--- config.mk ---
export PLATFORM = sky130hd
export DESIGN_NAME = lrcp_core
export DESIGN_NICKNAME = d
export VERILOG_FILES = /design/src/shared/lrcp_pkg.sv /design/src/design/lrcp_core.sv /design/src/design/lrcp_uart.sv
export SDC_FILE = /design/constraint.sdc
export NUM_CORES = 2
export LEC_CHECK = 0
export ABC_AREA = 1
export BUFFER_PORTS_ARGS = -buffer_cell sky130_fd_sc_hd__buf_2
export CORE_UTILIZATION = 55
export CTS_BUF_LIST = sky130_fd_sc_hd__clkbuf_4
export DETAILED_ROUTE_END_ITERATION = 12
export PLACE_DENSITY = 0.75
export SLEW_MARGIN = 0
export SYNTH_ARGS = -nofsm -noshare
export SYNTH_HDL_FRONTEND = slang
export SYNTH_SLANG_ARGS = --single-unit
--- constraint.sdc ---
create_clock -name clk -period 2.84 [get_ports clk]
set_clock_uncertainty 0.15 [all_clocks]
set_input_delay 0.568 -clock clk [delete_from_list [all_inputs] [get_ports clk]]
set_output_delay 0.568 -clock clk [all_outputs]
set_load 0.005 [all_outputs]
--- src/shared/lrcp_pkg.sv ---
// Behaviour
// - Dynamic testing starts only when command code 25 is written to the command register.
// - Dynamic testing starts with the latest preset levels, durations and transition times.
// - The waveform select preset takes only the values 0 to 2 and is optional.
// - Command code 41 adopts the preset current, voltage and power limits as the new maximums.
// - A single-coil write of 0xFF00 sets the remote flag and 0x0000 clears it.
// - The serial rate is selectable among 4800, 9600, 19200 and 38400 baud, 9600 by default.
// - Parity is none, even or odd, and characters failing the check are rejected.
// - Requests with a foreign station address or a wrong rate are ignored.
// - Rate and station address can be changed locally over the bus and remotely by frame.
// - Forcing the remote control coil to one enters remote control, zero leaves it.
package lrcp_pkg;

    // Clock and serial timing.
    localparam int unsigned CLK_HZ     = 100_000_000;
    localparam int unsigned BAUD_4800  = 4800;
    localparam int unsigned BAUD_9600  = 9600;
    localparam int unsigned BAUD_19200 = 19200;
    localparam int unsigned BAUD_38400 = 38400;
    localparam logic [15:0] BIT_4800   = 16'(CLK_HZ / BAUD_4800);
    localparam logic [15:0] BIT_9600   = 16'(CLK_HZ / BAUD_9600);
    localparam logic [15:0] BIT_19200  = 16'(CLK_HZ / BAUD_19200);
    localparam logic [15:0] BIT_38400  = 16'(CLK_HZ / BAUD_38400);
    localparam int unsigned GAP_US     = 4000;
    localparam int unsigned GAP_CYC    = GAP_US * (CLK_HZ / 1_000_000);

    // Link configuration encodings and reset values.
    localparam logic [1:0] BAUD_SEL_4800  = 2'h0;
    localparam logic [1:0] BAUD_SEL_9600  = 2'h1;
    localparam logic [1:0] BAUD_SEL_19200 = 2'h2;
    localparam logic [1:0] BAUD_SEL_38400 = 2'h3;
    localparam logic [1:0] PAR_NONE       = 2'h0;
    localparam logic [1:0] PAR_EVEN       = 2'h1;
    localparam logic [1:0] PAR_ODD        = 2'h2;
    localparam logic [7:0] STATION_RST    = 8'h01;

    // Register map, byte addresses.
    localparam logic [11:0] OFF_LINK_CFG    = 12'h000;
    localparam logic [11:0] OFF_STATUS      = 12'h004;
    localparam logic [11:0] OFF_COMMAND     = 12'h008;
    localparam logic [11:0] OFF_PRESET_BASE = 12'h040;
    localparam logic [11:0] OFF_ACTIVE_BASE = 12'h080;

    // Link configuration field positions.
    localparam int CFG_BAUD_LSB    = 0;
    localparam int CFG_PAR_LSB     = 2;
    localparam int CFG_STATION_LSB = 8;

    // Parameter table indices.
    localparam int NUM_PARAMS             = 10;
    localparam logic [3:0] IDX_LEVEL_A_CUR = 4'h0;
    localparam logic [3:0] IDX_WAVE_SEL    = 4'h6;
    localparam logic [3:0] IDX_CUR_LIMIT   = 4'h7;
    localparam logic [3:0] IDX_PWR_LIMIT   = 4'h9;
    localparam logic [31:0] WAVE_SEL_MAX   = 32'h0000_0002;

    // Frame layout: station, function, register, four data bytes.
    localparam logic [2:0] FRAME_LAST  = 3'h6;
    localparam logic [7:0] FN_PRESET   = 8'h10;
    localparam logic [7:0] FN_COIL     = 8'h05;
    localparam logic [7:0] FN_LINK_CFG = 8'h06;
    localparam logic [7:0] REG_CMD     = 8'h20;
    localparam logic [7:0] COIL_REMOTE = 8'h00;
    localparam logic [15:0] COIL_ON    = 16'hFF00;
    localparam logic [15:0] COIL_OFF   = 16'h0000;
    localparam logic [7:0] CMD_DYNAMIC = 8'h19;
    localparam logic [7:0] CMD_SYSTEM  = 8'h29;

    typedef struct packed {
        logic [7:0] station;
        logic [1:0] parity;
        logic [1:0] baud;
    } lrcp_link_cfg_t;

    typedef struct packed {
        logic       valid;
        logic       err;
        logic [7:0] data;
    } lrcp_char_t;

endpackage
--- src/design/lrcp_core.sv ---
`timescale 1ns/1ps
// Remote command port: APB register file, frame decoder and command execution.
module lrcp_core #(
    parameter int unsigned GAP_CYC = lrcp_pkg::GAP_CYC
) (
    input  wire logic                    clk,
    input  wire logic                    rst_n,
    input  wire logic                    psel,
    input  wire logic                    penable,
    input  wire logic                    pwrite,
    input  wire logic [11:0]             paddr,
    input  wire logic [31:0]             pwdata,
    output logic [31:0]                  prdata,
    output logic                         pready,
    output logic                         pslverr,
    input  wire logic                    rx_pin,
    output logic                         tx_pin,
    output lrcp_pkg::lrcp_link_cfg_t     link_cfg,
    output logic                         remote_mode,
    output logic                         dynamic_run,
    output logic                         dynamic_start,
    output logic                         limits_apply,
    output logic [31:0]                  level_a_current,
    output logic [31:0]                  level_b_current,
    output logic [31:0]                  level_a_duration,
    output logic [31:0]                  level_b_duration,
    output logic [31:0]                  rise_transition_time,
    output logic [31:0]                  fall_transition_time,
    output logic [1:0]                   dynamic_waveform_select,
    output logic [31:0]                  current_limit,
    output logic [31:0]                  voltage_limit,
    output logic [31:0]                  power_limit
);
    lrcp_pkg::lrcp_link_cfg_t cfg_q;
    lrcp_pkg::lrcp_char_t     rx_char;
    logic [31:0] preset_q [lrcp_pkg::NUM_PARAMS];
    logic [31:0] active_q [lrcp_pkg::NUM_PARAMS];
    logic [2:0]  pos_q;
    logic [7:0]  addr_q, fn_q, reg_q;
    logic [23:0] data_q;
    logic [19:0] gap_q;
    logic [31:0] frame_data;
    logic        frame_hit, tx_busy, remote_q, dyn_run_q, dyn_start_q, lim_apply_q;
    logic        apb_acc, apb_wr, cmd_valid, pre_valid;
    logic [7:0]  cmd_code;
    logic [3:0]  pre_idx;
    logic [31:0] pre_val;
    logic [11:0] act_off, pre_off;
    logic        pre_hit, act_hit;

    lrcp_uart u_uart (
        .clk      (clk),
        .rst_n    (rst_n),
        .cfg      (cfg_q),
        .rx_pin   (rx_pin),
        .tx_start (frame_hit),
        .tx_data  (cfg_q.station),
        .tx_pin   (tx_pin),
        .tx_busy  (tx_busy),
        .rx_char  (rx_char)
    );

    // A frame is complete and addressed to this station on its last good character.
    assign frame_data = {data_q, rx_char.data};
    assign frame_hit  = rx_char.valid && !rx_char.err && (pos_q == lrcp_pkg::FRAME_LAST)
                        && (addr_q == cfg_q.station);

    // Frame assembly; a bad character or a long silence restarts the frame.
    always_ff @(posedge clk or negedge rst_n) begin
        if (!rst_n) begin
            pos_q  <= 3'h0;
            addr_q <= 8'h00;
            fn_q   <= 8'h00;
            reg_q  <= 8'h00;
            data_q <= 24'h00_0000;
            gap_q  <= 20'h0_0000;
        end else if (rx_char.valid) begin
            gap_q <= 20'h0_0000;
            if (rx_char.err || pos_q == lrcp_pkg::FRAME_LAST) begin
                pos_q <= 3'h0;
            end else begin
                pos_q <= pos_q + 3'h1;
            end
            unique case (pos_q)
                3'h0:    addr_q <= rx_char.data;
                3'h1:    fn_q   <= rx_char.data;
                3'h2:    reg_q  <= rx_char.data;
                default: data_q <= {data_q[15:0], rx_char.data};
            endcase
        end else if (pos_q != 3'h0) begin
            if (gap_q == 20'(GAP_CYC - 1)) begin
                pos_q <= 3'h0;
                gap_q <= 20'h0_0000;
            end else begin
                gap_q <= gap_q + 20'h0_0001;
            end
        end
    end

    // APB: the access phase is stalled only in the cycle a frame executes.
    assign apb_acc = psel && penable && pready;
    assign apb_wr  = apb_acc && pwrite;
    assign pready  = !frame_hit;
    assign pre_off = paddr - lrcp_pkg::OFF_PRESET_BASE;
    assign act_off = paddr - lrcp_pkg::OFF_ACTIVE_BASE;
    assign pre_hit = (paddr >= lrcp_pkg::OFF_PRESET_BASE) && (paddr[1:0] == 2'b00)
                     && (pre_off[11:2] < 10'(lrcp_pkg::NUM_PARAMS));
    assign act_hit = (paddr >= lrcp_pkg::OFF_ACTIVE_BASE) && (paddr[1:0] == 2'b00)
                     && (act_off[11:2] < 10'(lrcp_pkg::NUM_PARAMS));

    // Merge the two sources of presets and commands; only one can act per cycle.
    always_comb begin
        cmd_valid = 1'b0;
        cmd_code  = 8'h00;
        pre_valid = 1'b0;
        pre_idx   = 4'h0;
        pre_val   = 32'h0000_0000;
        if (frame_hit && fn_q == lrcp_pkg::FN_PRESET) begin
            if (reg_q == lrcp_pkg::REG_CMD) begin
                cmd_valid = 1'b1;
                cmd_code  = frame_data[7:0];
            end else if (reg_q < 8'(lrcp_pkg::NUM_PARAMS)) begin
                pre_valid = 1'b1;
                pre_idx   = reg_q[3:0];
                pre_val   = frame_data;
            end
        end else if (apb_wr && paddr == lrcp_pkg::OFF_COMMAND) begin
            cmd_valid = 1'b1;
            cmd_code  = pwdata[7:0];
        end else if (apb_wr && pre_hit) begin
            pre_valid = 1'b1;
            pre_idx   = pre_off[5:2];
            pre_val   = pwdata;
        end
        if (pre_idx == lrcp_pkg::IDX_WAVE_SEL && pre_val > lrcp_pkg::WAVE_SEL_MAX) begin
            pre_valid = 1'b0;
        end
    end

    // Presets are only stored here; nothing downstream sees them yet.
    always_ff @(posedge clk or negedge rst_n) begin
        if (!rst_n) begin
            for (int i = 0; i < lrcp_pkg::NUM_PARAMS; i++) begin
                preset_q[i] <= 32'h0000_0000;
            end
        end else if (pre_valid) begin
            preset_q[pre_idx] <= pre_val;
        end
    end

    // Command codes copy their group of presets to the active set in one cycle.
    always_ff @(posedge clk or negedge rst_n) begin
        if (!rst_n) begin
            for (int i = 0; i < lrcp_pkg::NUM_PARAMS; i++) begin
                active_q[i] <= 32'h0000_0000;
            end
            dyn_run_q   <= 1'b0;
            dyn_start_q <= 1'b0;
            lim_apply_q <= 1'b0;
        end else begin
            dyn_start_q <= 1'b0;
            lim_apply_q <= 1'b0;
            if (cmd_valid) begin
                if (cmd_code == lrcp_pkg::CMD_DYNAMIC) begin
                    for (int i = 0; i <= int'(lrcp_pkg::IDX_WAVE_SEL); i++) begin
                        active_q[i] <= preset_q[i];
                    end
                    dyn_run_q   <= 1'b1;
                    dyn_start_q <= 1'b1;
                end else if (cmd_code == lrcp_pkg::CMD_SYSTEM) begin
                    for (int i = int'(lrcp_pkg::IDX_CUR_LIMIT);
                         i <= int'(lrcp_pkg::IDX_PWR_LIMIT); i++) begin
                        active_q[i] <= preset_q[i];
                    end
                    lim_apply_q <= 1'b1;
                end else begin
                    dyn_run_q <= 1'b0;  // Any other mode ends dynamic testing.
                end
            end
        end
    end

    // Remote flag: only the two documented coil values change it.
    always_ff @(posedge clk or negedge rst_n) begin
        if (!rst_n) begin
            remote_q <= 1'b0;
        end else if (frame_hit && fn_q == lrcp_pkg::FN_COIL && reg_q == lrcp_pkg::COIL_REMOTE) begin
            if (frame_data[15:0] == lrcp_pkg::COIL_ON) begin
                remote_q <= 1'b1;
            end else if (frame_data[15:0] == lrcp_pkg::COIL_OFF) begin
                remote_q <= 1'b0;
            end
        end
    end

    // Link setup from the local bus or from a frame; the reply leaves at the old rate.
    always_ff @(posedge clk or negedge rst_n) begin
        if (!rst_n) begin
            cfg_q.baud    <= lrcp_pkg::BAUD_SEL_9600;
            cfg_q.parity  <= lrcp_pkg::PAR_NONE;
            cfg_q.station <= lrcp_pkg::STATION_RST;
        end else if (frame_hit && fn_q == lrcp_pkg::FN_LINK_CFG && !tx_busy) begin
            cfg_q.baud    <= frame_data[lrcp_pkg::CFG_BAUD_LSB +: 2];
            cfg_q.parity  <= frame_data[lrcp_pkg::CFG_PAR_LSB +: 2];
            cfg_q.station <= frame_data[lrcp_pkg::CFG_STATION_LSB +: 8];
        end else if (apb_wr && paddr == lrcp_pkg::OFF_LINK_CFG) begin
            cfg_q.baud    <= pwdata[lrcp_pkg::CFG_BAUD_LSB +: 2];
            cfg_q.parity  <= pwdata[lrcp_pkg::CFG_PAR_LSB +: 2];
            cfg_q.station <= pwdata[lrcp_pkg::CFG_STATION_LSB +: 8];
        end
    end

    // Read data and the error flag are latched in the setup cycle.
    always_ff @(posedge clk or negedge rst_n) begin
        if (!rst_n) begin
            prdata  <= 32'h0000_0000;
            pslverr <= 1'b0;
        end else if (psel && !penable) begin
            pslverr <= !(paddr == lrcp_pkg::OFF_LINK_CFG || paddr == lrcp_pkg::OFF_STATUS
                         || paddr == lrcp_pkg::OFF_COMMAND || pre_hit || act_hit);
            if (paddr == lrcp_pkg::OFF_LINK_CFG) begin
                prdata <= {16'h0000, cfg_q.station, 4'h0, cfg_q.parity, cfg_q.baud};
            end else if (paddr == lrcp_pkg::OFF_STATUS) begin
                prdata <= {29'h0000_0000, tx_busy, remote_q, dyn_run_q};
            end else if (pre_hit) begin
                prdata <= preset_q[pre_off[5:2]];
            end else if (act_hit) begin
                prdata <= active_q[act_off[5:2]];
            end else begin
                prdata <= 32'h0000_0000;
            end
        end
    end

    assign link_cfg                = cfg_q;
    assign remote_mode             = remote_q;
    assign dynamic_run             = dyn_run_q;
    assign dynamic_start           = dyn_start_q;
    assign limits_apply            = lim_apply_q;
    assign level_a_current         = active_q[0];
    assign level_b_current         = active_q[1];
    assign level_a_duration        = active_q[2];
    assign level_b_duration        = active_q[3];
    assign rise_transition_time    = active_q[4];
    assign fall_transition_time    = active_q[5];
    assign dynamic_waveform_select = active_q[6][1:0];
    assign current_limit           = active_q[7];
    assign voltage_limit           = active_q[8];
    assign power_limit             = active_q[9];
endmodule

--- src/design/lrcp_uart.sv ---
`timescale 1ns/1ps
// Character transmitter and receiver: start, 8 data, optional parity, 1 stop.
module lrcp_uart (
    input  wire logic                    clk,
    input  wire logic                    rst_n,
    input  lrcp_pkg::lrcp_link_cfg_t     cfg,
    input  wire logic                    rx_pin,
    input  wire logic                    tx_start,
    input  wire logic [7:0]              tx_data,
    output logic                         tx_pin,
    output logic                         tx_busy,
    output lrcp_pkg::lrcp_char_t         rx_char
);
    typedef enum logic [2:0] {RX_IDLE, RX_START, RX_DATA, RX_PAR, RX_STOP} lrcp_rx_t;

    lrcp_rx_t    rx_state_q;
    logic        rx_meta_q, rx_sync_q;
    logic [15:0] bit_len, rx_cnt_q, tx_cnt_q, tx_len_q;
    logic [2:0]  rx_bit_q;
    logic [7:0]  rx_shift_q;
    logic        rx_par_bad_q;
    logic        par_on, par_odd;
    logic [10:0] tx_shift_q;
    logic [3:0]  tx_left_q;

    // Bit period for the selected rate.
    always_comb begin
        unique case (cfg.baud)
            lrcp_pkg::BAUD_SEL_4800:  bit_len = lrcp_pkg::BIT_4800;
            lrcp_pkg::BAUD_SEL_9600:  bit_len = lrcp_pkg::BIT_9600;
            lrcp_pkg::BAUD_SEL_19200: bit_len = lrcp_pkg::BIT_19200;
            lrcp_pkg::BAUD_SEL_38400: bit_len = lrcp_pkg::BIT_38400;
        endcase
    end

    assign par_on  = (cfg.parity == lrcp_pkg::PAR_EVEN) || (cfg.parity == lrcp_pkg::PAR_ODD);
    assign par_odd = (cfg.parity == lrcp_pkg::PAR_ODD);

    // Two-stage synchroniser on the receive pin.
    always_ff @(posedge clk or negedge rst_n) begin
        if (!rst_n) begin
            rx_meta_q <= 1'b1;
            rx_sync_q <= 1'b1;
        end else begin
            rx_meta_q <= rx_pin;
            rx_sync_q <= rx_meta_q;
        end
    end

    // Receiver: samples each bit at its middle and checks parity and stop.
    always_ff @(posedge clk or negedge rst_n) begin
        if (!rst_n) begin
            rx_state_q   <= RX_IDLE;
            rx_cnt_q     <= 16'h0000;
            rx_bit_q     <= 3'h0;
            rx_shift_q   <= 8'h00;
            rx_par_bad_q <= 1'b0;
            rx_char      <= '0;
        end else begin
            rx_char.valid <= 1'b0;
            if (rx_state_q != RX_IDLE && rx_cnt_q != 16'h0000) begin
                rx_cnt_q <= rx_cnt_q - 16'h0001;
            end
            unique case (rx_state_q)
                RX_IDLE: if (!rx_sync_q) begin
                    rx_state_q   <= RX_START;
                    rx_cnt_q     <= {1'b0, bit_len[15:1]};
                    rx_par_bad_q <= 1'b0;
                end
                RX_START: if (rx_cnt_q == 16'h0000) begin
                    rx_state_q <= rx_sync_q ? RX_IDLE : RX_DATA;
                    rx_cnt_q   <= bit_len;
                    rx_bit_q   <= 3'h0;
                end
                RX_DATA: if (rx_cnt_q == 16'h0000) begin
                    rx_shift_q <= {rx_sync_q, rx_shift_q[7:1]};
                    rx_bit_q   <= rx_bit_q + 3'h1;
                    rx_cnt_q   <= bit_len;
                    if (rx_bit_q == 3'h7) begin
                        rx_state_q <= par_on ? RX_PAR : RX_STOP;
                    end
                end
                RX_PAR: if (rx_cnt_q == 16'h0000) begin
                    rx_par_bad_q <= (^rx_shift_q ^ rx_sync_q) != par_odd;
                    rx_cnt_q     <= bit_len;
                    rx_state_q   <= RX_STOP;
                end
                RX_STOP: if (rx_cnt_q == 16'h0000) begin
                    rx_char.valid <= 1'b1;
                    rx_char.data  <= rx_shift_q;
                    rx_char.err   <= rx_par_bad_q || !rx_sync_q;
                    rx_state_q    <= RX_IDLE;
                end
                default: rx_state_q <= RX_IDLE;
            endcase
        end
    end

    // Transmitter: loads the whole character and shifts it out lsb first.
    always_ff @(posedge clk or negedge rst_n) begin
        if (!rst_n) begin
            tx_shift_q <= 11'h7ff;
            tx_left_q  <= 4'h0;
            tx_cnt_q   <= 16'h0000;
            tx_len_q   <= 16'h0000;
        end else if (tx_left_q == 4'h0) begin
            if (tx_start) begin
                tx_shift_q <= par_on ? {1'b1, ^tx_data ^ par_odd, tx_data, 1'b0}
                                     : {2'b11, tx_data, 1'b0};
                tx_left_q  <= par_on ? 4'hb : 4'ha;
                tx_cnt_q   <= bit_len;
                tx_len_q   <= bit_len;  // A rate change mid-character keeps the old rate.
            end
        end else if (tx_cnt_q == 16'h0001) begin
            tx_shift_q <= {1'b1, tx_shift_q[10:1]};
            tx_left_q  <= tx_left_q - 4'h1;
            tx_cnt_q   <= tx_len_q;
        end else begin
            tx_cnt_q <= tx_cnt_q - 16'h0001;
        end
    end

    assign tx_pin  = (tx_left_q == 4'h0) ? 1'b1 : tx_shift_q[0];
    assign tx_busy = (tx_left_q != 4'h0);
endmodule

# [Word level (Yosys, flattened, before mapping)]
# Index checks and enable logic that the tools add are counted.
[op_classes] n_addsub=8 magnitude_cmp=10 n_eq_ne=35 muxes=86 bitwise_logic=7 reduce_logical=75
[op_table] operator="2-to-1 mux 32 bit" n=14
[op_table] operator="bitwise mux 320 bit" n=1
[op_table] operator="binary-select mux 32 bit (select 4 bit)" n=2
[op_table] operator="demux 32 bit (select 4 bit)" n=1
[op_table] operator="2-to-1 mux 16 bit" n=6
[op_table] operator="case mux 16 bit (4 select lines)" n=1
[op_table] operator="2-to-1 mux 20 bit" n=3
[op_table] operator="2-to-1 mux 3 bit" n=12
[op_table] operator="2-to-1 mux 11 bit" n=3
[op_table] operator="greater-than comparator 32 x 2 -> 1 bit (second input constant)" n=1
[op_table] operator="logical NOT 16 bit" n=2
[op_table] operator="2-to-1 mux 4 bit" n=8
[op_table] operator="case mux 16 bit (2 select lines)" n=1
[op_table] operator="subtractor 16 x 1 -> 16 bit (second input constant)" n=2
[op_table] operator="2-to-1 mux 10 bit" n=3
[op_table] operator="2-to-1 mux 12 bit" n=2
[op_table] operator="2-to-1 mux 8 bit" n=3
[op_table] operator="AND reduction 2 bit" n=12
[op_table] operator="logical AND 1 bit" n=22
[op_table] operator="2-to-1 mux 1 bit" n=22
[op_table] operator="adder 20 x 1 -> 20 bit (second input constant)" n=1
[op_table] operator="== test 20 x 19 -> 1 bit (second input constant)" n=1
[op_table] operator="< comparator 10 x 4 -> 1 bit (second input constant)" n=2
[op_table] operator="== test 16 x 1 -> 1 bit (second input constant)" n=1
[op_table] operator="other kinds (47)" n=95
[word_totals] register_bits=850 in_bits=50 out_inout_bits=341 word_cells=270

# [Logic depth before layout (Yosys ltp)]
[depth] ltp_word=17 mapped_depth=22 mapped_depth_nobuf=21

# [Hierarchy]
# A second synthesis with hierarchy kept.
[unflattened] hier_cells=5255 area_unflattened_um2=42359.4
[modules_own_cells] mod="lrcp_core" n_inst=1 cells_each=4559 area_per_inst_um2=37255.7 seq_area_each_um2=19020.7
[modules_own_cells] mod="lrcp_uart" n_inst=1 cells_each=696 area_per_inst_um2=5103.6 seq_area_each_um2=2067.0

# [Worst setup path before layout]
# Ideal clock, no wire load.
[synth_path] path_kind="input port to flip-flop" startpoint="input paddr[7]" endpoint="register prdata[5]" setup_ns=0.122 arrival_time_ns=2.491 t_required_ns=2.568 slack_ns=0.077 path_stages=14 path_buffers=3 cell_sequence="inv_1 -> ha_1 -> inv_1 -> nand2_1 -> nand2_1 -> nand2_1 -> inv_1 -> nand2_1 -> nor2_2 -> clkbuf_1 -> clkbuf_1 -> buf_1 -> o211ai_1 -> a32o_1"
[synth_via] elab_chain_len=7 elab_cells_between_ends=16 classes_between="add/sub (2); order compare (4); eq/ne (1); mux (4); reduce/logical (5)"
[synth_lines] element="from (decl)" line_no="lrcp_core.sv:11" rtl="input wire logic [11:0] paddr,"
[synth_lines] element="subtractor 12 x 8 -> 12 bit or >= comparator 12 x 8 -> 1 bit (tied branches)" line_no="lrcp_core.sv:105, lrcp_core.sv:108"
[synth_lines] element="< comparator 10 x 4 -> 1 bit or logical AND 1 bit (tied branches)" line_no="lrcp_core.sv:109, lrcp_core.sv:108"
[synth_lines] element="logical AND 1 bit" line_no="lrcp_core.sv:109" rtl="&& (act_off[11:2] < 10'(lrcp_pkg::NUM_PARAMS));"
[synth_lines] element="2-to-1 mux 32 bit" line_no="lrcp_core.sv:227" rtl="end else if (act_hit) begin"
[synth_lines] element="2-to-1 mux 32 bit" line_no="lrcp_core.sv:225" rtl="end else if (pre_hit) begin"
[synth_lines] element="2-to-1 mux 32 bit" line_no="lrcp_core.sv:223" rtl="end else if (paddr == lrcp_pkg::OFF_STATUS) begin"
[synth_lines] element="2-to-1 mux 32 bit (*)" line_no="lrcp_core.sv:221" rtl="if (paddr == lrcp_pkg::OFF_LINK_CFG) begin"
[synth_lines] element="to (signal assigned)" line_no="lrcp_core.sv:222" rtl="prdata <= {16'h0000, cfg_q.station, 4'h0, cfg_q.parity, cfg_q.baud};"
[synth_lines] element="to (signal assigned)" line_no="lrcp_core.sv:224" rtl="prdata <= {29'h0000_0000, tx_busy, remote_q, dyn_run_q};"
[synth_lines] element="to (signal assigned)" line_no="lrcp_core.sv:226" rtl="prdata <= preset_q[pre_off[5:2]];"
[synth_lines] element="to (decl)" line_no="lrcp_core.sv:13" rtl="output logic [31:0] prdata,"
# Mark *: on every way between the ends. The rest lies on a longest branch, timed or not.
# A chain may end at the register's enable or synchronous reset.

# [Worst setup path after layout]
[layout_path] startpoint="register pos_q[0]" endpoint="register preset_q[306] in the netlist's numbering"
[layout_via] elab_chain_len=16 elab_cells_between_ends=29 classes_between="order compare (3); eq/ne (2); mux (13); bitwise (1); reduce/logical (10)"
[layout_lines] element="from (decl)" line_no="lrcp_core.sv:38" rtl="logic [2:0] pos_q;"
[layout_lines] element="from (signal assigned)" line_no="lrcp_core.sv:82" rtl="pos_q <= pos_q + 3'h1;"
[layout_lines] element="== test 3 bit (*)" line_no="lrcp_core.sv:65" rtl="assign frame_hit = rx_char.valid && !rx_char.err && (pos_q == lrcp_pkg::FRAME_LAST)"
[layout_lines] element="logical AND 1 bit (*)" line_no="lrcp_core.sv:65"
[layout_lines] element="logical AND 1 bit (*)" line_no="lrcp_core.sv:66" rtl="&& (addr_q == cfg_q.station);"
[layout_lines] element="parallel branches: the longest is 13 deep, another holds greater-than comparator 32 x 2 -> 1 bit"
[layout_lines] element="to (signal, indexed assignment)" line_no="lrcp_core.sv:147" rtl="preset_q[pre_idx] <= pre_val;"
[layout_lines] element="to (decl)" line_no="lrcp_core.sv:36" rtl="logic [31:0] preset_q [lrcp_pkg::NUM_PARAMS];"
# Every way passes the cells marked *.

==> metrics.md <==
| Metric | Value |
|---|---|
| Outcome | finished with violations |
| Failing checks | setup timing |
| Tmin final | 3.25 ns |
| Register area share after synthesis | 50.5% |
| Switch share | 25.9% |
| Root Driver | clkbuf_4 |
| HP Class | in2reg |
| DRC | 0 |
| Clk slew on worst S/H paths | 0.07 ns |
| Crit path launch type | flop |
| Initial DRC count | 5597 |
| Crit-path max FO | 20 |
| FF-to-FF setup slack | -0.41 ns |
| Buffers on Ports | 390 |
| Final Hold Viols | 0 |
| Grt met3 use | 14.4% |
| Reg with most FFs | preset_q |
| Logic pwr share | under 10% |
| Fmax achieved | 307 MHz |
| Tcrit/Tclk final | 115% |
| I/O pins | 391 |
| 1st-pass router iterations | 6 |
| Gr usage total | about two fifths |
| Synthesized area per cell | around 8.1 um2 |
| Num Clock Sinks | ~840 |
| Commonest non-fill, non-tap cells in the layout | nand2_1, dfrtp_1, o21ai_0, buf_2, inv_1 |
| Routed vias/inst | 5.94 |
| Cell Int Power | 0.0178 W |
| Layout cell share with drive strength beyond 1 | 22.4% |
| Setup TNS | -112.39 ns |
| Commonest register cell after synthesis | dfrtp_1 |
| Endpoints failing setup | between 600 and 700 |
| Initial antenna violation count | 4 |
| Die H | 278 um |
| Largest net degree at the start of global routing | 97 |
| Worst slack, placed | -0.507 ns |
| Post-Synthesis Cells | 5146 |
| Worst path required time | 3.58 ns |
| H-tree levels | 4 |
| Die Area | 77000 um2 |
| Commonest non-fill, non-tap cell in the layout | nand2_1 |
| Slew @ Worst Pin | around 0.93 ns |
| Max reg flops | 320 |
| Clock Power Share | 44.1% |
| PD cells | between 400 and 500 nW/um2 |
| Worst-skew pair later-pin latency | ~1.1 ns |
| Die W | 278 um |
| First-pass GRT wire length | 225 mm |
| Post-route ant nets | 0 |
| Sequential power share | approximately half |
| Row count | 100 |
| Final HPWL DP | 103 mm |
| Initial Utilization | 55.8% |
| Asr flop ratio synth | 100% |
| Core area | 74800 um2 |
| DR vias | 39852 |
| Vias in the first global route | ~38000 |
| Mapped Nets | 5214 |
| #FFs+latches synth | 842 |
| Synthesis warning total | 0 |
| Peak supply drop | 337 uV |
| Final Instance Area | between 40000 and 50000 um2 |
| TritonCTS Buffers | 215 |
| Drt wl/cell | 22.5 um |
| Clock Path Buffers | 3 |
| Grt peak-use layer | met2 |
| Total power | approximately 0.024 W |
| Max-slew violations | 0 |
| Met1 Use GR | 51.8% |
| Synthesis-to-finish area growth | 18.8% |
| Area of placed instances | 44700 um2 |
| M2 GR Usage | 54.6% |
| Maxcap violations | 0 |
| Unrepaired setup endpoints after global routing | true |
| Number of enable flip-flop cells after synthesis | 0 |
| P_leak | 25.1 nW |
| Psw | 0.00623 W |
| Setup Crit Path Kind | reg2reg |
| Critical path data arrival time | about 4 ns |
| Routability cong. | 0.993 |
| Crit end category | flop |
| Post-Route WL | 151 mm |
| Slew headroom | 37.7% |
| Post-synthesis cell type count | between 50 and 60 |
| Syn Std Cell Area | between 40000 and 50000 um2 |
| Nets | 5656 |
| GRT Residual Overflow | 0 |
| Worst setup margin | -0.415 ns |
| CTS tree | built |
cell usage after synthesis, types with 2 or more instances:
library cell	instances	area share, %
a221oi_1	8	0.17
nand2_1	1625	15
and2_1	2	0.030
o221ai_1	69	1.4
a32oi_1	2	0.042
o22ai_1	48	0.72
o2111ai_1	3	0.063
xnor2_1	19	0.40
nor2_1	196	1.8
mux2_2	2	0.054
dfrtp_1	828	50
buf_1	18	0.16
nor2_2	4	0.060
o31ai_1	6	0.11
nand3_1	119	1.4
inv_1	392	3.5
inv_2	14	0.13
o21ai_1	9	0.11
buf_4	309	5.6
a31oi_1	20	0.30
nand3_2	2	0.048
a22o_1	9	0.19
nor4_1	22	0.33
a211oi_1	3	0.054
or2_2	2	0.030
a22oi_1	43	0.77
nand2_2	4	0.060
ha_1	18	0.54
dfstp_2	14	0.88
clkbuf_1	187	1.7
buf_2	71	0.85
a21oi_1	146	1.8
o21ai_2	2	0.042
xor2_1	24	0.50
nand4_1	115	1.7
o21ai_0	656	7.9
o211ai_1	49	0.88
a221o_1	5	0.12
a211o_1	5	0.10
nor3_1	44	0.53
a32o_1	14	0.34
o21a_1	3	0.054
critical path: stages, from the launching register on:
cell and delay (ns):
dfrtp_1 0.38, inv_2 0.07, ha_4 0.17, nand2_4 0.06, inv_2 0.04, nand2_2 0.06, nor2_2 0.04, nand3_2 0.08
nor2_4 0.04, buf_4 0.13, buf_6 0.12, buf_4 0.14, buf_12 0.15, nand4_1 0.08, nand2_1 0.08, nor2_1 0.12
nand2_1 0.06, nor2_1 0.14, nand2_1 0.13, o21bai_4 0.28, nand3_4 0.19, buf_12 0.20, nand2_1 0.05, nand2_1 0.09
path summary, 6_finish.rpt:
path                                        from                to  cells past startpoint
worst max-delay path                    pos_q[0]     preset_q[306]                     23
worst min-delay path                    paddr[7]         prdata[2]                      8
worst max register to register          pos_q[0]     preset_q[306]                     23
worst min register to register  u_uart.rx_meta_q  u_uart.rx_sync_q                      0
max in group asynchronous                  rst_n      preset_q[71]                      3
min in group asynchronous                  rst_n      preset_q[82]                      3
layer usage:
layer | vias to the layer above | routed length [um] | share of wire [%]
met2 | 2854 | 65000 | 43
met5 | - | 84 | 0.056
met1 | 18903 | 57200 | 38
met3 | 413 | 22300 | 15
met4 | 6 | 6720 | 4.4
li1 | 17676 | - | -
cell families (layout without fill, tap and decap cells):
logic type,Yosys count,in the layout,share of synthesized area (%)
AND/OR/NAND/NOR,2141,2141,20.7
AO/OA/AOI/OAI,1107,1107,15.3
buffers and inverters,992,1587,11.9
flip-flops,842,842,50.5
XOR/XNOR,43,43,0.902
adder cells (fa/ha/maj),18,18,0.539
multiplexers,3,3,0.0779
other,0,1,0
power by group through the flow:
stage | Combinational, W | Clock, W | Sequential (W)
finish | 0.00143 | 0.0106 | 0.0120
global route | 0.00152 | 0.0113 | 0.0120
CTS | 0.00137 | 0.0107 | 0.0120
detailed placement | 0.00132 | 0 | 0.0123
global placement | 0.00132 | 0 | 0.0123
floorplan | 0.000502 | 0 | 0.0123
through the flow:
stage                     hold slack [ns]  utilization, %  std cells
after CTS                          0.0543            65.0       6682
after global placement              0.203            59.8       6229
after global routing                0.141            66.3       6711
after detailed placement            0.204            59.8       6229
final                               0.148            66.3       6711
after floorplan                     0.122               -       5146
layout make-up:
| type | count | area (um2) |
|---|---|---|
| clock inverters | 56 | 358 |
| repair buffers | 809 | 6720 |
| fillers | 6138 | 25200 |
| flip-flops and latches | 842 | 21100 |
| clock buffers | 314 | 2360 |
| repair inverters | 1 | 11.3 |
| diodes | 1 | 2.50 |
| inverters | 407 | 1560 |
| multi-input cells | 3312 | 16300 |
| well taps | 969 | 1210 |
repair_timing:
| item | CTS | global route |
|---|---|---|
| pin swaps | 23 | 18 |
| setup endpoints to repair | 643 | 679 |
| gates cloned | 8 | 22 |
| resized for setup | 86 | 172 |
| hold buffers | 38 | 0 |
| setup buffers | 38 | 16 |
| hold endpoints to repair | 922 | 0 |
Power figures use the tool's default switching activity.
